## config.mk

```make
export PLATFORM = sky130hd
export DESIGN_NAME = dual_wiper_register_i2c
export DESIGN_NICKNAME = d
export VERILOG_FILES = /design/src/design/wiper_pkg.sv /design/src/design/dual_wiper_register_i2c.sv
export SDC_FILE = /design/constraint.sdc
export NUM_CORES = 1
export LEC_CHECK = 0
export BUFFER_PORTS_ARGS = -buffer_cell sky130_fd_sc_hd__buf_2
export CORE_MARGIN = 2
export CORE_UTILIZATION = 25
export CTS_CLUSTER_SIZE = 24
export DETAILED_ROUTE_END_ITERATION = 8
export GPL_ROUTABILITY_DRIVEN = 0
export PLACE_DENSITY_LB_ADDON = 0.3
export SYNTH_ARGS = -nofsm -noshare
export SYNTH_HDL_FRONTEND = slang
export SYNTH_SLANG_ARGS = --single-unit
```

## constraint.sdc

```tcl
create_clock -name mclk -period 11.2 [get_ports mclk]
set_input_delay 1.68 -clock mclk [delete_from_list [all_inputs] [get_ports mclk]]
set_output_delay 1.68 -clock mclk [all_outputs]
set_load 0.02 [all_outputs]
```

## src/design/wiper_pkg.sv

```systemverilog
// Constants shared by the dual wiper register bank.
// Assumes a single 25 MHz clock domain and a two-wire bus master outside.
package wiper_pkg;
    // ************************************************************
    // Sizes
    // ************************************************************
    localparam int POT_N = 2;
    localparam int SLOT_N = 4;
    localparam int POS_W = 6;
    localparam int TAPS = 64;
    localparam int SLOT_IDX_W = 3;
    localparam int CLK_MHZ = 25;
    localparam logic [POS_W-1:0] POS_MAX = 6'h3f;
    localparam logic [POS_W-1:0] POS_MIN = 6'h00;
    localparam logic [POS_W-1:0] POS_ONE = 6'h01;
    localparam logic [TAPS-1:0] TAP_ONE = 64'h1;
    // Reset image of the saved setting slots
    localparam logic [POS_W-1:0] SLOT_RST = 6'h20;

    // ************************************************************
    // Address and instruction layout
    // ************************************************************
    // Fixed upper part of the 7-bit slave address, arbitrary value
    localparam logic [2:0] DEV_PREFIX = 3'h2;
    localparam int OP_HI = 7;
    localparam int OP_LO = 4;
    localparam int POT_BIT = 2;
    localparam int SLOT_HI = 1;
    localparam int DIR_BIT = 0;
    localparam logic [3:0] OP_RD_WIPER = 4'h9;
    localparam logic [3:0] OP_WR_WIPER = 4'ha;
    localparam logic [3:0] OP_RD_SLOT = 4'hb;
    localparam logic [3:0] OP_WR_SLOT = 4'hc;
    localparam logic [3:0] OP_TO_WIPER = 4'hd;
    localparam logic [3:0] OP_TO_SLOT = 4'he;
    localparam logic [3:0] OP_INCDEC = 4'h2;
    localparam logic [2:0] BIT_LAST = 3'h7;
    localparam logic [1:0] IDX_ADDR = 2'h0;
    localparam logic [1:0] IDX_INSTR = 2'h1;
    localparam logic [1:0] IDX_DATA = 2'h2;

    typedef enum logic [2:0] {
        ST_IDLE,
        ST_RX,
        ST_RX_ACK,
        ST_TX,
        ST_TX_ACK,
        ST_TX_NEXT
    } bus_state_e;
endpackage

```

## src/design/dual_wiper_register_i2c.sv

```systemverilog
// Dual wiper position registers, saved slots and two-wire bus slave.
// Assumes scl and sda come from pins; the master makes the bus clock.
//
// Behaviour
// - Each of two pots has its own 6-bit position register.
// - Four 6-bit saved setting slots per wiper, eight in all.
// - After reset, slot 0 of each pot loads its position register.
// - Exactly one tap per pot is selected, given by its position.
// - 63 elements give 64 taps addressed by the 6-bit code.
// - Four address straps form the address; sixteen devices per bus.
// - Only a matching slave address starts a transfer; else silent.
// - Data line is open drain: pull low or release only.
// - Bus reads and writes reach both positions and all slots.
// - Instructions copy between a position and its own slots.
// - An instruction enters increment/decrement stepping mode.
`timescale 1ns/1ps
module dual_wiper_register_i2c (
    // Clock and reset
    input logic mclk,
    input logic rst,
    // Bus pins
    input logic scl_pin,
    input logic sda_pin,
    output logic sda_dat,
    output logic sda_oe_n,
    // Address straps
    input logic addr_strap_bit0,
    input logic addr_strap_bit1,
    input logic addr_strap_bit2,
    input logic addr_strap_bit3,
    // Tap selection, one-hot per pot
    output logic [wiper_pkg::TAPS-1:0] tap_sel0,
    output logic [wiper_pkg::TAPS-1:0] tap_sel1,
    // Mode status
    output logic incdec_mode
);
    import wiper_pkg::*;

    // ************************************************************
    // Pin synchronisers
    // ************************************************************
    logic scl_s1, scl_s2, scl_s3, sda_s1, sda_s2, sda_s3;
    logic scl_lv_r, sda_lv_r;
    wire scl_nv = (scl_s2 == scl_s3) ? scl_s2 : scl_lv_r;
    wire sda_nv = (sda_s2 == sda_s3) ? sda_s2 : sda_lv_r;
    // Bus clock edges found by the local clock
    wire scl_rise = !scl_lv_r && scl_nv;
    wire scl_fall = scl_lv_r && !scl_nv;
    wire start_ev = scl_lv_r && scl_nv && sda_lv_r && !sda_nv;
    wire stop_ev = scl_lv_r && scl_nv && !sda_lv_r && sda_nv;

    always_ff @(posedge mclk or posedge rst) begin
        if (rst) begin
            {scl_s1, scl_s2, scl_s3} <= 3'h7;
            {sda_s1, sda_s2, sda_s3} <= 3'h7;
            scl_lv_r <= 1'b1;
            sda_lv_r <= 1'b1;
        end else begin
            {scl_s1, scl_s2, scl_s3} <= {scl_pin, scl_s1, scl_s2};
            {sda_s1, sda_s2, sda_s3} <= {sda_pin, sda_s1, sda_s2};
            scl_lv_r <= scl_nv;
            sda_lv_r <= sda_nv;
        end
    end

    // ************************************************************
    // Storage
    // ************************************************************
    logic [POS_W-1:0] wiper_r [POT_N];
    logic [POS_W-1:0] slot_r [POT_N*SLOT_N];
    logic [TAPS-1:0] tap_r [POT_N];
    logic recall_r;
    logic incdec_r;

    // ************************************************************
    // Bus state
    // ************************************************************
    bus_state_e state_r, state_nxt;
    logic [2:0] bitcnt_r, bitcnt_nxt;
    logic [7:0] shift_r, shift_nxt;
    logic [1:0] idx_r, idx_nxt;
    logic rd_r, rd_nxt;
    logic [7:0] instr_r;
    logic oe_n_r, oe_n_nxt;
    logic sda_o_r;

    wire [6:0] my_addr = {DEV_PREFIX, addr_strap_bit3, addr_strap_bit2,
                          addr_strap_bit1, addr_strap_bit0};
    wire [7:0] rx_byte = {shift_r[6:0], sda_nv};
    wire rx_done = (state_r == ST_RX) && scl_rise && (bitcnt_r == BIT_LAST);
    // Address compare against the straps
    wire addr_hit = (rx_byte[7:1] == my_addr);
    wire got_addr = rx_done && (idx_r == IDX_ADDR);
    wire got_instr = rx_done && (idx_r == IDX_INSTR);
    wire got_data = rx_done && (idx_r == IDX_DATA);
    wire [3:0] cur_op = instr_r[OP_HI:OP_LO];
    wire [3:0] new_op = rx_byte[OP_HI:OP_LO];
    wire cur_pot = instr_r[POT_BIT];
    wire new_pot = rx_byte[POT_BIT];
    wire [SLOT_IDX_W-1:0] cur_sel = instr_r[POT_BIT:0];
    wire [SLOT_IDX_W-1:0] new_sel = rx_byte[POT_BIT:0];
    wire [POS_W-1:0] rd_val = (cur_op == OP_RD_SLOT) ?
                              slot_r[cur_sel] : wiper_r[cur_pot];
    wire [7:0] tx_load = {2'h0, rd_val};
    wire step_up = rx_byte[DIR_BIT];
    wire [POS_W-1:0] cur_pos = wiper_r[cur_pot];
    // Saturating step, no wrap
    wire [POS_W-1:0] step_pos = step_up ?
        ((cur_pos == POS_MAX) ? POS_MAX : cur_pos + POS_ONE) :
        ((cur_pos == POS_MIN) ? POS_MIN : cur_pos - POS_ONE);

    always_comb begin
        state_nxt = state_r;
        bitcnt_nxt = bitcnt_r;
        shift_nxt = shift_r;
        idx_nxt = idx_r;
        rd_nxt = rd_r;
        oe_n_nxt = oe_n_r;
        if (recall_r) begin
            state_nxt = ST_IDLE;
        end else if (start_ev) begin
            state_nxt = ST_RX;
            bitcnt_nxt = 3'h0;
            idx_nxt = IDX_ADDR;
            oe_n_nxt = 1'b1;
        end else if (stop_ev) begin
            state_nxt = ST_IDLE;
            oe_n_nxt = 1'b1;
        end else begin
            case (state_r)
                ST_RX: begin
                    if (scl_rise) begin
                        shift_nxt = rx_byte;
                        bitcnt_nxt = bitcnt_r + 3'h1;
                        if (bitcnt_r == BIT_LAST) begin
                            // Stay silent unless addressed
                            if (idx_r == IDX_ADDR && !addr_hit) begin
                                state_nxt = ST_IDLE;
                            end else begin
                                state_nxt = ST_RX_ACK;
                            end
                            if (idx_r == IDX_ADDR) begin
                                rd_nxt = rx_byte[0];
                            end
                        end
                    end
                end
                ST_RX_ACK: begin
                    if (scl_fall) begin
                        if (oe_n_r) begin
                            oe_n_nxt = 1'b0;
                        end else if (rd_r) begin
                            state_nxt = ST_TX;
                            shift_nxt = tx_load;
                            oe_n_nxt = tx_load[7];
                            bitcnt_nxt = 3'h0;
                        end else begin
                            state_nxt = ST_RX;
                            oe_n_nxt = 1'b1;
                            bitcnt_nxt = 3'h0;
                            if (idx_r != IDX_DATA) begin
                                idx_nxt = idx_r + 2'h1;
                            end
                        end
                    end
                end
                ST_TX: begin
                    if (scl_fall) begin
                        if (bitcnt_r == BIT_LAST) begin
                            state_nxt = ST_TX_ACK;
                            oe_n_nxt = 1'b1;
                        end else begin
                            bitcnt_nxt = bitcnt_r + 3'h1;
                            shift_nxt = {shift_r[6:0], 1'b0};
                            oe_n_nxt = shift_r[6];
                        end
                    end
                end
                ST_TX_ACK: begin
                    if (scl_rise) begin
                        state_nxt = sda_nv ? ST_IDLE : ST_TX_NEXT;
                    end
                end
                ST_TX_NEXT: begin
                    if (scl_fall) begin
                        state_nxt = ST_TX;
                        shift_nxt = tx_load;
                        oe_n_nxt = tx_load[7];
                        bitcnt_nxt = 3'h0;
                    end
                end
                default: begin
                    oe_n_nxt = 1'b1;
                end
            endcase
        end
    end

    always_ff @(posedge mclk or posedge rst) begin
        if (rst) begin
            state_r <= ST_IDLE;
            bitcnt_r <= 3'h0;
            shift_r <= 8'h00;
            idx_r <= IDX_ADDR;
            rd_r <= 1'b0;
            oe_n_r <= 1'b1;
            sda_o_r <= 1'b0;
        end else begin
            state_r <= state_nxt;
            bitcnt_r <= bitcnt_nxt;
            shift_r <= shift_nxt;
            idx_r <= idx_nxt;
            rd_r <= rd_nxt;
            // Only pull low or release
            oe_n_r <= oe_n_nxt;
            sda_o_r <= 1'b0;
        end
    end

    // ************************************************************
    // Register bank updates
    // ************************************************************
    always_ff @(posedge mclk or posedge rst) begin
        if (rst) begin
            instr_r <= 8'h00;
            incdec_r <= 1'b0;
            recall_r <= 1'b1;
        end else begin
            recall_r <= 1'b0;
            if (got_instr) begin
                instr_r <= rx_byte;
                // Mode held until another instruction
                incdec_r <= (new_op == OP_INCDEC);
            end
        end
    end

    // Per pot: position register and its own four slots
    genvar p, s;
    generate
        for (p = 0; p < POT_N; p++) begin : g_pot
            always_ff @(posedge mclk or posedge rst) begin
                if (rst) begin
                    wiper_r[p] <= POS_MIN;
                end else if (recall_r) begin
                    // Recall of the first slot
                    wiper_r[p] <= slot_r[p*SLOT_N];
                end else if (got_instr && new_op == OP_TO_WIPER
                             && new_pot == p) begin
                    wiper_r[p] <= slot_r[new_sel];
                end else if (got_data && cur_pot == p
                             && cur_op == OP_WR_WIPER) begin
                    wiper_r[p] <= rx_byte[POS_W-1:0];
                end else if (got_data && cur_pot == p && incdec_r) begin
                    wiper_r[p] <= step_pos;
                end
            end
            // One-hot tap decode, 64 taps
            always_ff @(posedge mclk or posedge rst) begin
                if (rst) begin
                    tap_r[p] <= TAP_ONE;
                end else begin
                    tap_r[p] <= TAP_ONE << wiper_r[p];
                end
            end
            for (s = 0; s < SLOT_N; s++) begin : g_slot
                always_ff @(posedge mclk or posedge rst) begin
                    if (rst) begin
                        slot_r[p*SLOT_N+s] <= SLOT_RST;
                    end else if (got_instr && new_op == OP_TO_SLOT
                                 && new_sel == p*SLOT_N+s) begin
                        slot_r[p*SLOT_N+s] <= wiper_r[p];
                    end else if (got_data && cur_op == OP_WR_SLOT
                                 && cur_sel == p*SLOT_N+s) begin
                        slot_r[p*SLOT_N+s] <= rx_byte[POS_W-1:0];
                    end
                end
            end
        end
    endgenerate

    assign sda_dat = sda_o_r;
    assign sda_oe_n = oe_n_r;
    assign tap_sel0 = tap_r[0];
    assign tap_sel1 = tap_r[1];
    assign incdec_mode = incdec_r;

    // ************************************************************
    // Assertions
    // ************************************************************
    wire [POS_W-1:0] w0 = wiper_r[0];
    wire [POS_W-1:0] s0 = slot_r[0];
    wire [POS_W-1:0] new_slot = slot_r[new_sel];
    wire [POS_W-1:0] rx_pos = rx_byte[POS_W-1:0];
endmodule

```

== After elaboration in Yosys (flattened, before gate mapping) ==
Index checks and enable logic that the tools add are counted.
Word-level totals
  register bits after elaboration: 223
  input bits: 8
  word-level logic and storage cells: 265
Operators by class
  add/sub/neg operators: 4
  order comparisons: 3
  eq/ne operators: 61
  shift operators: 2
  multiplexer cells: 87
  bitwise gates (word level): 8
  reductions and logical operators: 71
Operators with widths (number)
  $mux W6: 35
  $shl A1 B6 Y64 const A: 2
  $mux W3: 20
  $mux W7: 7
  $logic_and A1 B1 Y1: 39
  $bmux W6 S3: 2
  $ne A5 B5 Y1 const B: 7
  $eq A3 B3 Y1 const B: 11
  $pmux W7 S4: 1
  $ne A2 B2 Y1 const B: 11
  $reduce_bool A2 Y1: 11
  $eq A4 B4 Y1 const B: 5
  $eq A3 B2 Y1 const B: 6
  $mux W2: 9
  $ne A3 B3 Y1 const B: 6
  $reduce_and A9 Y1: 2
  $pmux W3 S5: 1
  $reduce_and A7 Y1: 2
  $ne A4 B4 Y1 const B: 3
  $pmux W3 S4: 1
  $reduce_bool A4 Y1: 3
  $reduce_and A11 Y1: 1
  $mux W1: 10
  $eq A3 B1 Y1 const B: 3
  26 further kinds: 38

== Depth between registers and ports, before layout ==
Gate-level depths: netlist (run 1).
  word-level depth: 12
  depth in mapped cells: 13
  gate-level depth less buffers: 10

== Worst setup path before layout (run 1) ==
OpenSTA, ideal clock, no wires.
  path type: register -> register
  start: reg instr_r[2]
  end: reg wiper_r[3] (netlist name)
  arrival time: 2583 ps
  required time: 11076 ps
  slack: 8493 ps
  cell stages (with the launch flop): 14
  period minus slack after synthesis: 2707 ps
  cell sequence: dfrtp_1 -> buf_2 -> buf_1 -> buf_1 -> nand2_1 -> nand2_1 -> inv_1 -> ha_1 -> nor4b_1 -> o21ai_0 -> o211a_1 -> o32ai_1 -> nor3_1 -> o31a_1
On the way
  longest elaborated chain between the ends: 11
Ends and longest elaborated chain
  from (decl): RTL line dual_wiper_register_i2c.sv:83  | logic [7:0] instr_r;
  from (signal assigned): RTL line dual_wiper_register_i2c.sv:231  | instr_r <= rx_byte;
  $not A1 Y2 (implied by the code): RTL line dual_wiper_register_i2c.sv:106  | wire [POS_W-1:0] cur_pos = wiper_r[cur_pot];
  $mux W6 (implied by the code) (3 in series): RTL line dual_wiper_register_i2c.sv:106
  $sub A6 B1 Y6, or another cell as far along: RTL line dual_wiper_register_i2c.sv:110  | ((cur_pos == POS_MIN) ? POS_MIN : cur_pos - POS_ONE);
  $mux W6 (on tied branches): RTL line dual_wiper_register_i2c.sv:110, dual_wiper_register_i2c.sv:109
  $mux W6: RTL line dual_wiper_register_i2c.sv:108  | wire [POS_W-1:0] step_pos = step_up ?
  $mux W6: RTL line dual_wiper_register_i2c.sv:254  | end else if (got_data && cur_pot == p && incdec_r) begin
  $mux W6: RTL line dual_wiper_register_i2c.sv:251  | end else if (got_data && cur_pot == p
  $mux W6: RTL line dual_wiper_register_i2c.sv:248  | end else if (got_instr && new_op == OP_TO_WIPER
  $mux W6: RTL line dual_wiper_register_i2c.sv:245  | end else if (recall_r) begin
  to (signal, indexed assignment): RTL line dual_wiper_register_i2c.sv:247  | wiper_r[p] <= slot_r[p*SLOT_N];
  to (signal, indexed assignment): RTL line dual_wiper_register_i2c.sv:250  | wiper_r[p] <= slot_r[new_sel];
  to (signal, indexed assignment): RTL line dual_wiper_register_i2c.sv:255  | wiper_r[p] <= step_pos;
  to (decl): RTL line dual_wiper_register_i2c.sv:69  | logic [POS_W-1:0] wiper_r [POT_N];
Parallel ways exist; a longest one is shown, timed or not. The select of a mux whose other input is x is not followed.
A chain may end at the register's enable or synchronous reset.

== Worst setup path after layout (run 1) ==
Same ends and word-level chain as after synthesis.

==> results of run 1 <==
registers in the layout (all words and copies together) (netlist names), 6 cells and up:
name      count
s0            6
tap_sel0     64
tap_sel1     64
shift_r       7
slot_r       42
wiper_r       6
w0            6
instr_r       7
kinds of logic after synthesis:
kind of cell / count (synthesis) / synth area share (%)
simple gates: 456 / 21.33
fa+ha+maj: 8 / 0.9228
buf+inv: 89 / 3.348
mux: 71 / 9.572
flops: 222 / 52.77
other cells: 1 / 0.03546
compound gates: 181 / 11.44
xor+xnor: 7 / 0.5798
metal layers:
layer	vias up	part of all wire, %	track usage, %
met5	-	0	0
met2	276	47	23.31
met3	57	5.1	2.110
li1	3874	-	-
met4	0	2.9	4.916
met1	4243	45	19.13
Yosys cell counts (3+ instances only):
cell,instances,area [um^2]
xnor2_1,5,43.79
a31oi_1,7,43.79
nand4b_1,3,26.28
o211ai_1,7,52.55
nor2b_1,6,37.54
nand3b_1,6,45.04
or3_1,13,81.33
a32oi_1,3,26.28
o21ai_0,34,170.2
and4bb_2,3,37.54
o31ai_1,6,45.04
nor2_1,173,649.4
and4_1,3,26.28
dfrtp_1,202,5055
a311oi_1,3,26.28
mux2i_1,37,370.4
a22oi_1,18,135.1
nor4b_1,3,26.28
nor4_1,7,43.79
a21boi_0,3,22.52
buf_1,5,18.77
a21oi_1,48,240.2
o22ai_1,4,25.02
nand2_1,95,356.6
mux2_2,11,123.9
a22o_1,5,43.79
a21o_1,5,37.54
ha_1,7,87.58
inv_1,16,60.06
buf_2,13,65.06
or2_2,9,56.30
nand3_1,38,190.2
o41ai_1,3,26.28
nor3_1,33,165.2
a211oi_1,5,37.54
and2_1,3,18.77
clkbuf_1,53,198.9
and4b_1,4,40.04
a221o_1,4,40.04
dfstp_2,20,525.5
mux4_2,23,518.0
nor3b_1,3,22.52
nand4_1,11,68.82
nand2b_1,21,131.4
area by class of cell:
| class | instances | area, um^2 | area share, % |
|---|---|---|---|
| Clock buffer | 31 | 720.7 | 5.681 |
| Clock inverter | 16 | 234.0 | 1.844 |
| Inverter | 17 | 71.32 | 0.5622 |
| Multi-Input combinational cell | 725 | 4644 | 36.61 |
| Sequential cell | 222 | 5580 | 43.99 |
| Tap cell | 539 | 674.4 | 5.316 |
| Timing Repair Buffer | 147 | 760.7 | 5.997 |
worst max-delay path, delay by kind of cell, from the launching register on:
family	cells	cell delay, ns
buffers and inverters	2	0.63
adders and majority gates	1	0.28
AOI/OAI and AO/OA	5	1.57
and+or+nand+nor	2	0.50
DFF	1	0.33
where the power goes:
part	total (mW)	internal [mW]	leakage, nW	switching [mW]
logic	0.110	0.0352	2.42	0.0748
registers	0.842	0.819	3.02	0.0222
clock network	0.931	0.579	0.462	0.352
worst max-delay path by stage:
stage / endpoint / slack [ns] / cells after the start
3_3_place_gp: state_r[0]$_DFFE_PP0P_ / 7.66 / 3
2_1_floorplan: bitcnt_r[0]$_DFFE_PP0P_ / 3.48 / 1
4_1_cts: wiper_r[3]$_DFFE_PP0P_ / 7.83 / 10
3_5_place_dp: state_r[0]$_DFFE_PP0P_ / 7.64 / 3
5_1_grt: wiper_r[3]$_DFFE_PP0P_ / 7.36 / 10
6_report: wiper_r[3]$_DFFE_PP0P_ / 7.76 / 10
==> qor.yml, run 1 <==
worst_setup_path:
  cpPeakStageDelay_ns: 0.44
  r2r-end: "wiper_r[3]$_DFFE_PP0P_"
  end_kind: "flip-flop"
  crit_start: "instr_r[2]$_DFFE_PP0P_"
  critPathKind: "flip-flop to flip-flop"
  rr_worst_depth: 10
  reg2reg_from: "instr_r[2]$_DFFE_PP0P_"
  cp-start-kind: "flip-flop"
  required_ns: 11.61
  crit_slowest_cell: "a21boi_0"
  path_cells: "buf_4 > inv_1 > a21boi_0 > ha_1 > nor4b_1 > o21ai_0 > o211a_1 > o32ai_1 > nor3_1 > o31a_1"
  reg2reg_setup_slack_ns: 7.76
  crit_arrival_ns: 3.86
  worstPathMaxFanout: 38
die:
  coreArea_um2: 41850
  die_h_um: 209.7
  start_util_pct: 25.27
  dieArea_um2: 43960
  die_w_um: 209.7
  rows: 75
  io_pins: 139
logic_synthesis:
  avgSynthCellArea_um2: 10.22
  syn_area_um2: 10580
  synthArstFlopShare_pct: 100.0
  synth_edf_count: 0
  yosysWarnings: 0
  synth-seq-cells: 222
  yosysSeqAreaShare_pct: 52.77
  synth_cell_types: 82
  syn_inst: 1035
  synth_flop_cell: "dfrtp_1"
clock_network:
  root_buffer: "clkbuf_16"
  cts_tree: "yes"
  cts-htree-levels: 1
  postCtsHoldBufs: 0
  cts-buffers-inserted: 26
  clkSinkCount: 222
  cts_resized: 0
  post-cts-setup-buffers: 0
  clock_path_buffers: 3
  cts.clk_slew.worst_paths_ns: 0.06
  clkLatencyLatePin_ns: 0.53
route:
  wl_per_cell_um: 18.61
  drt_wl_total_mm: 31.58
  via_per_inst: 4.979
  drc: 0
  drtIter0Drc: 703
  drt-pass1-iter-count: 5
  num_vias: 8450
  ant_nets: 0
sta:
  finalCriticalPeriod_ns: 3.443
  setup_viol: 0
  timing.slew.headroom_pct: 27.45
  fin_crit_sh_pct: 30.74
  hold_viol: 0
  worst_slack_ns: 7.757
  finalSetupTns_ns: 0
  rsz0062_at_grt: "no"
  drv_slew: 0
  timing.fmax_mhz: 290.5
  finClkSkew_ns: 0.01391
  holdWs_ns: 0.3587
  tightest_slew_ns: 1.088
global_route:
  antenna_found_initial: 0
  grt_pass1_vias: 8452
  grt_max_degree: 157
  grt_overflow: 0
  grt_pass1_wl_mm: 49.35
  grt_use_total_pct: 14.19
cells_and_area:
  nFillCells: 4343
  final_cells: 1697
  most-common-layout-cells: "dfrtp_1 (202), nor2_1 (173), buf_2 (137), nand2_1 (95), a21oi_1 (48)"
  layout-drive-gt1-share_pct: 23.83
  finalNetCount: 1154
  antenna_cells: 0
  final_core_util_pct: 30.31
  final_common_cell: "dfrtp_1"
  area_growth_pct: 19.96
  fin_area_um2: 12690
worst_hold_path:
  min_from: "sda_s1$_DFF_PP1_"
  holdPathStages: 0
  holdPathEnd: "sda_s2$_DFF_PP1_"
  hp-class: "flip-flop to flip-flop"
place:
  place_ws_ns: 7.640
  dp_hpwl_mm: 21.57
  port_buffers: 137
  place_inst: 1650
  postPlaceCellArea_um2: 11730
power:
  vdd_ir_drop_max_uv: 71.95
  power_mw: 1.883
  power_leakage_nw: 5.898
  power.density_nw_per_um2: 148.4
run:
  maxCapViolCount: 0
outcome:
  status: "finished, final reports clean"
Power figures use the tool's default switching activity.
==> inputs of run 2 (changes only) <==
==> constraint.sdc (replaced) <==
create_clock -name mclk -period 2.9 [get_ports mclk]
set_input_delay 0.435 -clock mclk [delete_from_list [all_inputs] [get_ports mclk]]
set_output_delay 0.435 -clock mclk [all_outputs]
set_load 0.02 [all_outputs]
==> run 2 against run 1 <==
Against the previous run:
- die area stayed put
- final cell count is 2.3% higher
- utilization is 0.64 points higher
- global-route usage is 0.57 points higher
- clock skew is 0.0030 ns lower
- sequential share of layout area is 0.90 points lower
- critical endpoint unchanged
==> qor.yml, run 2 (same netlist as run 1, synthesis figures left out) <==
cells_and_area:
  most-common-layout-cells: "dfrtp_1 (201), nor2_1 (173), buf_2 (137), nand2_1 (95), a21oi_1 (48)"
  final_common_cell: "dfrtp_1"
  final_cells: 1736  # +2.3%
  area_growth_pct: 22.48
  multiInputGateArea_um2: 4651  # +0.13%
  nFillCells: 4311  # -0.74%
  layout-drive-gt1-share_pct: 26.32  # +2.5 points
  seqCellArea_um2: 5582  # about the same
  antenna_cells: 0  # unchanged
  finalNetCount: 1194  # +3.5%
clock_network:
  cts_tree: "yes"
  clock_path_buffers: 3  # unchanged
  cts-htree-levels: 1  # unchanged
  post-cts-setup-buffers: 0  # unchanged
  clkSinkCount: 222  # unchanged
  root_buffer: "clkbuf_16"
  cts.clk_slew.worst_paths_ns: 0.06  # about the same
  cts-buffers-inserted: 25  # -3.8%
  clkLatencyLatePin_ns: 0.52  # about the same
worst_setup_path:
  crit_arrival_ns: 3.09  # -0.77 ns
  crit_start: "instr_r[2]$_DFFE_PP0P_"
  required_ns: 3.31  # -8.30 ns
  worstPathMaxFanout: 8  # -79%
  critPathKind: "flip-flop to flip-flop"
  end_kind: "flip-flop"
  reg2reg_setup_slack_ns: 0.22  # -7.54 ns
  rr_worst_depth: 10  # unchanged
  crit_slowest_cell: "dfrtp_1"
  path_cells: "nand2_1 > a21boi_0 > buf_4 > inv_1 > ha_1 > and4_1 > o22a_1 > o32ai_1 > nor3_1 > o31a_1"
  cpPeakStageDelay_ns: 0.45  # about the same
  r2r-end: "wiper_r[3]$_DFFE_PP0P_"
  cp-start-kind: "flip-flop"
  reg2reg_from: "instr_r[2]$_DFFE_PP0P_"
route:
  drc: 0  # unchanged
  drtIter0Drc: 831  # +18%
  drt_wl_total_mm: 32.58  # +3.2%
  wl_per_cell_um: 18.77  # +0.87%
  num_vias: 8760  # +3.7%
  drt-pass1-iter-count: 7  # +2
  ant_nets: 0  # unchanged
  via_per_inst: 5.046  # +1.3%
run:
  maxCapViolCount: 0  # unchanged
place:
  place_ws_ns: 0.2567  # -7.383 ns
  port_buffers: 137  # unchanged
  dp_hpwl_mm: 22.98  # +6.5%
  place_inst: 1690  # +2.4%
worst_hold_path:
  holdPathStages: 1  # +1
  min_from: "scl_pin"
  hp-class: "primary input to flip-flop"
  holdPathEnd: "scl_s1$_DFF_PP1_"
die:
  dieArea_um2: 43960  # unchanged
  die_h_um: 209.7  # unchanged
  rows: 75  # unchanged
  start_util_pct: 25.27  # unchanged
  die_w_um: 209.7  # unchanged
  io_pins: 139  # unchanged
  coreArea_um2: 41850  # unchanged
outcome:
  status: "finished, final reports clean"
power:
  power_leakage_nw: 6.079  # +3.1%
  power.density_nw_per_um2: 537.3  # +260%
  vdd_ir_drop_max_uv: 282.0  # +290%
sta:
  drv_slew: 0  # unchanged
  timing.slew.headroom_pct: 32.24  # +4.8 points
  setup_viol: 0  # unchanged
  rsz0062_at_grt: "no"
  finalSetupTns_ns: 0  # unchanged
  holdWs_ns: 0.02278  # -0.3360 ns
  hold_viol: 0  # unchanged
  fin_crit_sh_pct: 92.43  # +62 points
  tightest_slew_ns: 1.016  # -0.07196 ns
  timing.fmax_mhz: 373.1  # +28%
  worst_slack_ns: 0.2195  # -7.538 ns
  finClkSkew_ns: 0.01093  # -0.002977 ns
  finalCriticalPeriod_ns: 2.680  # -0.7622 ns
global_route:
  grt_overflow: 0  # unchanged
  grt_pass1_wl_mm: 51.28  # +3.9%
  grt_pass1_vias: 8562  # +1.3%
  antenna_found_initial: 1  # +1
  grt_use_total_pct: 14.76  # +0.57 points
  grt_max_degree: 63  # -60%
## run 2: routing by layer
metal / track usage [%] / vias up / wire (um)
li1: - / 3969 / -
met5: 0 / - / 13
met1: 21.01 / 4414 / 15050
met4: 4.402 / 2 / 904
met2: 23.24 / 314 / 14710
met3: 2.215 / 61 / 1907
## run 2: how the worst max path moves through the flow
stage,end,depth (start not counted)
floorplan,bitcnt_r[0]$_DFFE_PP0P_,1
global placement,w0[2]$_DFFE_PP0P_,10
detailed placement,wiper_r[3]$_DFFE_PP0P_,10
CTS,wiper_r[3]$_DFFE_PP0P_,10
global route,wiper_r[3]$_DFFE_PP0P_,10
finish,wiper_r[3]$_DFFE_PP0P_,10
## run 2: repair_timing
item                                   in CTS  in global routing
endpoints found under the hold margin       1                  0
setup endpoints to repair                   0                  6
gates resized for setup                     0                  2
hold buffers                                1                  0
## run 2: worst max-delay path: cells and delay by family (launching register included)
family | cells | cell delay [ns]
AOI/OAI and AO/OA | 4 | 1.17
adders and majority gates | 1 | 0.25
buffers and inverters | 2 | 0.25
DFF | 1 | 0.45
and+or+nand+nor | 3 | 0.46
## run 2: area by class of cell
cell class | count | share of cell area [%]
clock buffers | 30 | 5.207
clock inverters | 15 | 1.314
repair buffers | 188 | 8.752
inverters | 17 | 0.5216
flip-flops and latches | 222 | 43.09
well taps | 539 | 5.207
multi-input cells | 725 | 35.91
## run 2: report_power, final
part           switching, mW  internal (mW)  leakage, nW
logic                  0.324          0.163         2.64
clock network           1.31           1.94        0.421
registers             0.0607           3.16         3.02
total                   1.69           5.26         6.08
## run 2: metrics by stage
| stage | total power [mW] | instance area [um^2] | util, % |
|---|---|---|---|
| final | 6.959 | 12950 | 30.95 |
| after CTS | 7.046 | 12950 | 30.93 |
| after floorplan | 3.589 | 10580 | - |
| after global placement | 3.769 | 12090 | 28.89 |
| after detailed placement | 3.772 | 12090 | 28.89 |
| after global routing | 7.247 | 12950 | 30.95 |
==> inputs of run 3 (changes only) <==
--- a/config.mk
+++ b/config.mk
@@ -12,6 +12,7 @@
 export DETAILED_ROUTE_END_ITERATION = 8
 export GPL_ROUTABILITY_DRIVEN = 0
 export PLACE_DENSITY_LB_ADDON = 0.3
+export REMOVE_ABC_BUFFERS = 1
 export SYNTH_ARGS = -nofsm -noshare
 export SYNTH_HDL_FRONTEND = slang
 export SYNTH_SLANG_ARGS = --single-unit
==> run 3 against run 2 <==
Against the previous run:
- utilization grew 0.14 points
- sequential power is essentially flat
- register-to-register slack gained 0.07 ns
- global-route usage shrank 0.23 points
- clock skew grew 0.0029 ns
- worst hold slack gained 0.33 ns
- die area is the same
- final area grew 0.44%
- critical path depth shrank 1
- critical endpoint unchanged
- largest cell class unchanged
- largest power group unchanged
==> qor.yml, run 3 (same netlist as run 1, synthesis figures left out) <==
outcome:
  status: "finished, final reports clean"
sta:
  finalCriticalPeriod_ns: 2.612  # -0.06849 ns
  rsz0062_at_grt: "no"
  fin_crit_sh_pct: 90.07  # -2.4 points
  timing.fmax_mhz: 382.9  # +2.6%
  timing.slew.headroom_pct: 36.34  # +4.1 points
  holdWs_ns: 0.3564  # +0.3336 ns
  hold_viol: 0  # unchanged
  worst_slack_ns: 0.2880  # +0.06849 ns
  drv_slew: 0  # unchanged
  tightest_slew_ns: 0.9548  # -0.06151 ns
  finClkSkew_ns: 0.01387  # +0.002934 ns
  setup_viol: 0  # unchanged
cells_and_area:
  finalNetCount: 1198  # +0.34%
  final_common_cell: "dfrtp_1"
  fin_area_um2: 13010  # +0.44%
  layout-drive-gt1-share_pct: 26.18  # -0.13 points
  nFillCells: 4296  # -0.35%
  multiInputGateArea_um2: 4644  # -0.13%
  seqCellArea_um2: 5582  # unchanged
  antenna_cells: 0  # unchanged
  area_growth_pct: 23.02
  most-common-layout-cells: "dfrtp_1 (201), nor2_1 (173), buf_2 (137), nand2_1 (95), buf_4 (49)"
  final_cells: 1742  # +0.35%
route:
  via_per_inst: 4.926  # -2.4%
  num_vias: 8581  # -2.0%
  drt_wl_total_mm: 32.33  # -0.77%
  drt-pass1-iter-count: 5  # -2
  ant_nets: 0  # unchanged
  drtIter0Drc: 923  # +11%
  drc: 0  # unchanged
  wl_per_cell_um: 18.56  # -1.1%
global_route:
  grt_pass1_wl_mm: 50.45  # -1.6%
  grt_max_degree: 78  # +24%
  grt_use_total_pct: 14.53  # -0.23 points
  grt_pass1_vias: 8509  # -0.62%
  antenna_found_initial: 1  # unchanged
  grt_overflow: 0  # unchanged
die:
  coreArea_um2: 41850  # unchanged
  io_pins: 139  # unchanged
  rows: 75  # unchanged
  start_util_pct: 25.27  # unchanged
  dieArea_um2: 43960  # unchanged
  die_h_um: 209.7  # unchanged
  die_w_um: 209.7  # unchanged
run:
  maxCapViolCount: 0  # unchanged
clock_network:
  clkLatencyLatePin_ns: 0.54  # +0.02 ns
  cts.clk_slew.worst_paths_ns: 0.06  # about the same
  cts-buffers-inserted: 26  # +4.0%
  root_buffer: "clkbuf_16"
  cts_tree: "yes"
  cts-htree-levels: 1  # unchanged
  clkSinkCount: 222  # unchanged
  clock_path_buffers: 3  # unchanged
power:
  vdd_ir_drop_max_uv: 282.8  # +0.28%
  power.density_nw_per_um2: 552.4  # +2.8%
  power_leakage_nw: 6.110  # +0.50%
worst_setup_path:
  required_ns: 3.32  # about the same
  end_kind: "flip-flop"
  crit_arrival_ns: 3.03  # -0.06 ns
  worstPathMaxFanout: 6  # -2
  cp-start-kind: "flip-flop"
  critPathKind: "flip-flop to flip-flop"
place:
  postPlaceCellArea_um2: 12070  # -0.22%
  port_buffers: 137  # unchanged
  place_ws_ns: 0.2077  # -0.04898 ns
  dp_hpwl_mm: 22.92  # -0.27%
  place_inst: 1691  # +0.059%
worst_hold_path:
  hp-class: "flip-flop to flip-flop"
==> run 3: timing repair <==
item | 4_1_cts | 5_1_grt
hold buffers | 3 | 0
setup buffers | 0 | 0
gates resized for setup | 0 | 2
hold endpoints to repair | 6 | 0
endpoints found under the setup margin | 0 | 5
==> run 3: worst paths after layout <==
path	start	to	slack, ns	cells after the start
max in group asynchronous	rst	tap_sel1[0]$_DFF_PP1_	1.59	4
setup reg to reg	instr_r[2]$_DFFE_PP0P_	wiper_r[3]$_DFFE_PP0P_	0.29	9
hold reg to reg	sda_s1$_DFF_PP1_	sda_s2$_DFF_PP1_	0.36	0
min in group asynchronous	rst	tap_sel0[15]$_DFF_PP0_	0.51	3
setup / recovery	instr_r[2]$_DFFE_PP0P_	wiper_r[3]$_DFFE_PP0P_	0.29	9
hold / removal	sda_s1$_DFF_PP1_	sda_s2$_DFF_PP1_	0.36	0
==> run 3: critical path, stage by stage (launching register included) <==
cell      delay (ns)
dfrtp_1         0.43
nand2_1         0.12
a21boi_1        0.27
inv_1           0.14
ha_1            0.26
and4_1          0.25
o22a_1          0.27
o32ai_1         0.39
nor3_1          0.08
o31a_1          0.29
==> run 3: metal layers <==
layer | vias up | global-route usage, % | routed length (um)
met2 | 292 | 22.92 | 14700
met1 | 4257 | 20.59 | 14900
met4 | 2 | 3.644 | 698
li1 | 3971 | - | -
met3 | 59 | 2.693 | 2023
met5 | - | 0 | 11
==> run 3: stage by stage <==
| stage | power, mW | utilization, % | setup TNS [ns] |
|---|---|---|---|
| after global placement | 3.760 | 28.83 | 0 |
| final | 7.187 | 31.09 | 0 |
| after CTS | 7.295 | 31.09 | 0 |
| after detailed placement | 3.767 | 28.83 | 0 |
| after floorplan | 3.573 | - | -762.00 |
| after global routing | 7.486 | 31.09 | 0 |
==> run 3: cell type report <==
cell class / instances / area share (%)
clock inverters: 13 / 1.375
multi-input cells: 725 / 35.70
inverters: 17 / 0.5482
repair buffers: 191 / 8.636
flip-flops and latches: 222 / 42.90
clock buffers: 35 / 5.655
well taps: 539 / 5.184
==> run 3: power by group <==
group	total, mW	internal [mW]	switching [mW]
clock network	3.48	2.14	1.34
registers	3.23	3.17	0.0639
logic	0.477	0.161	0.316
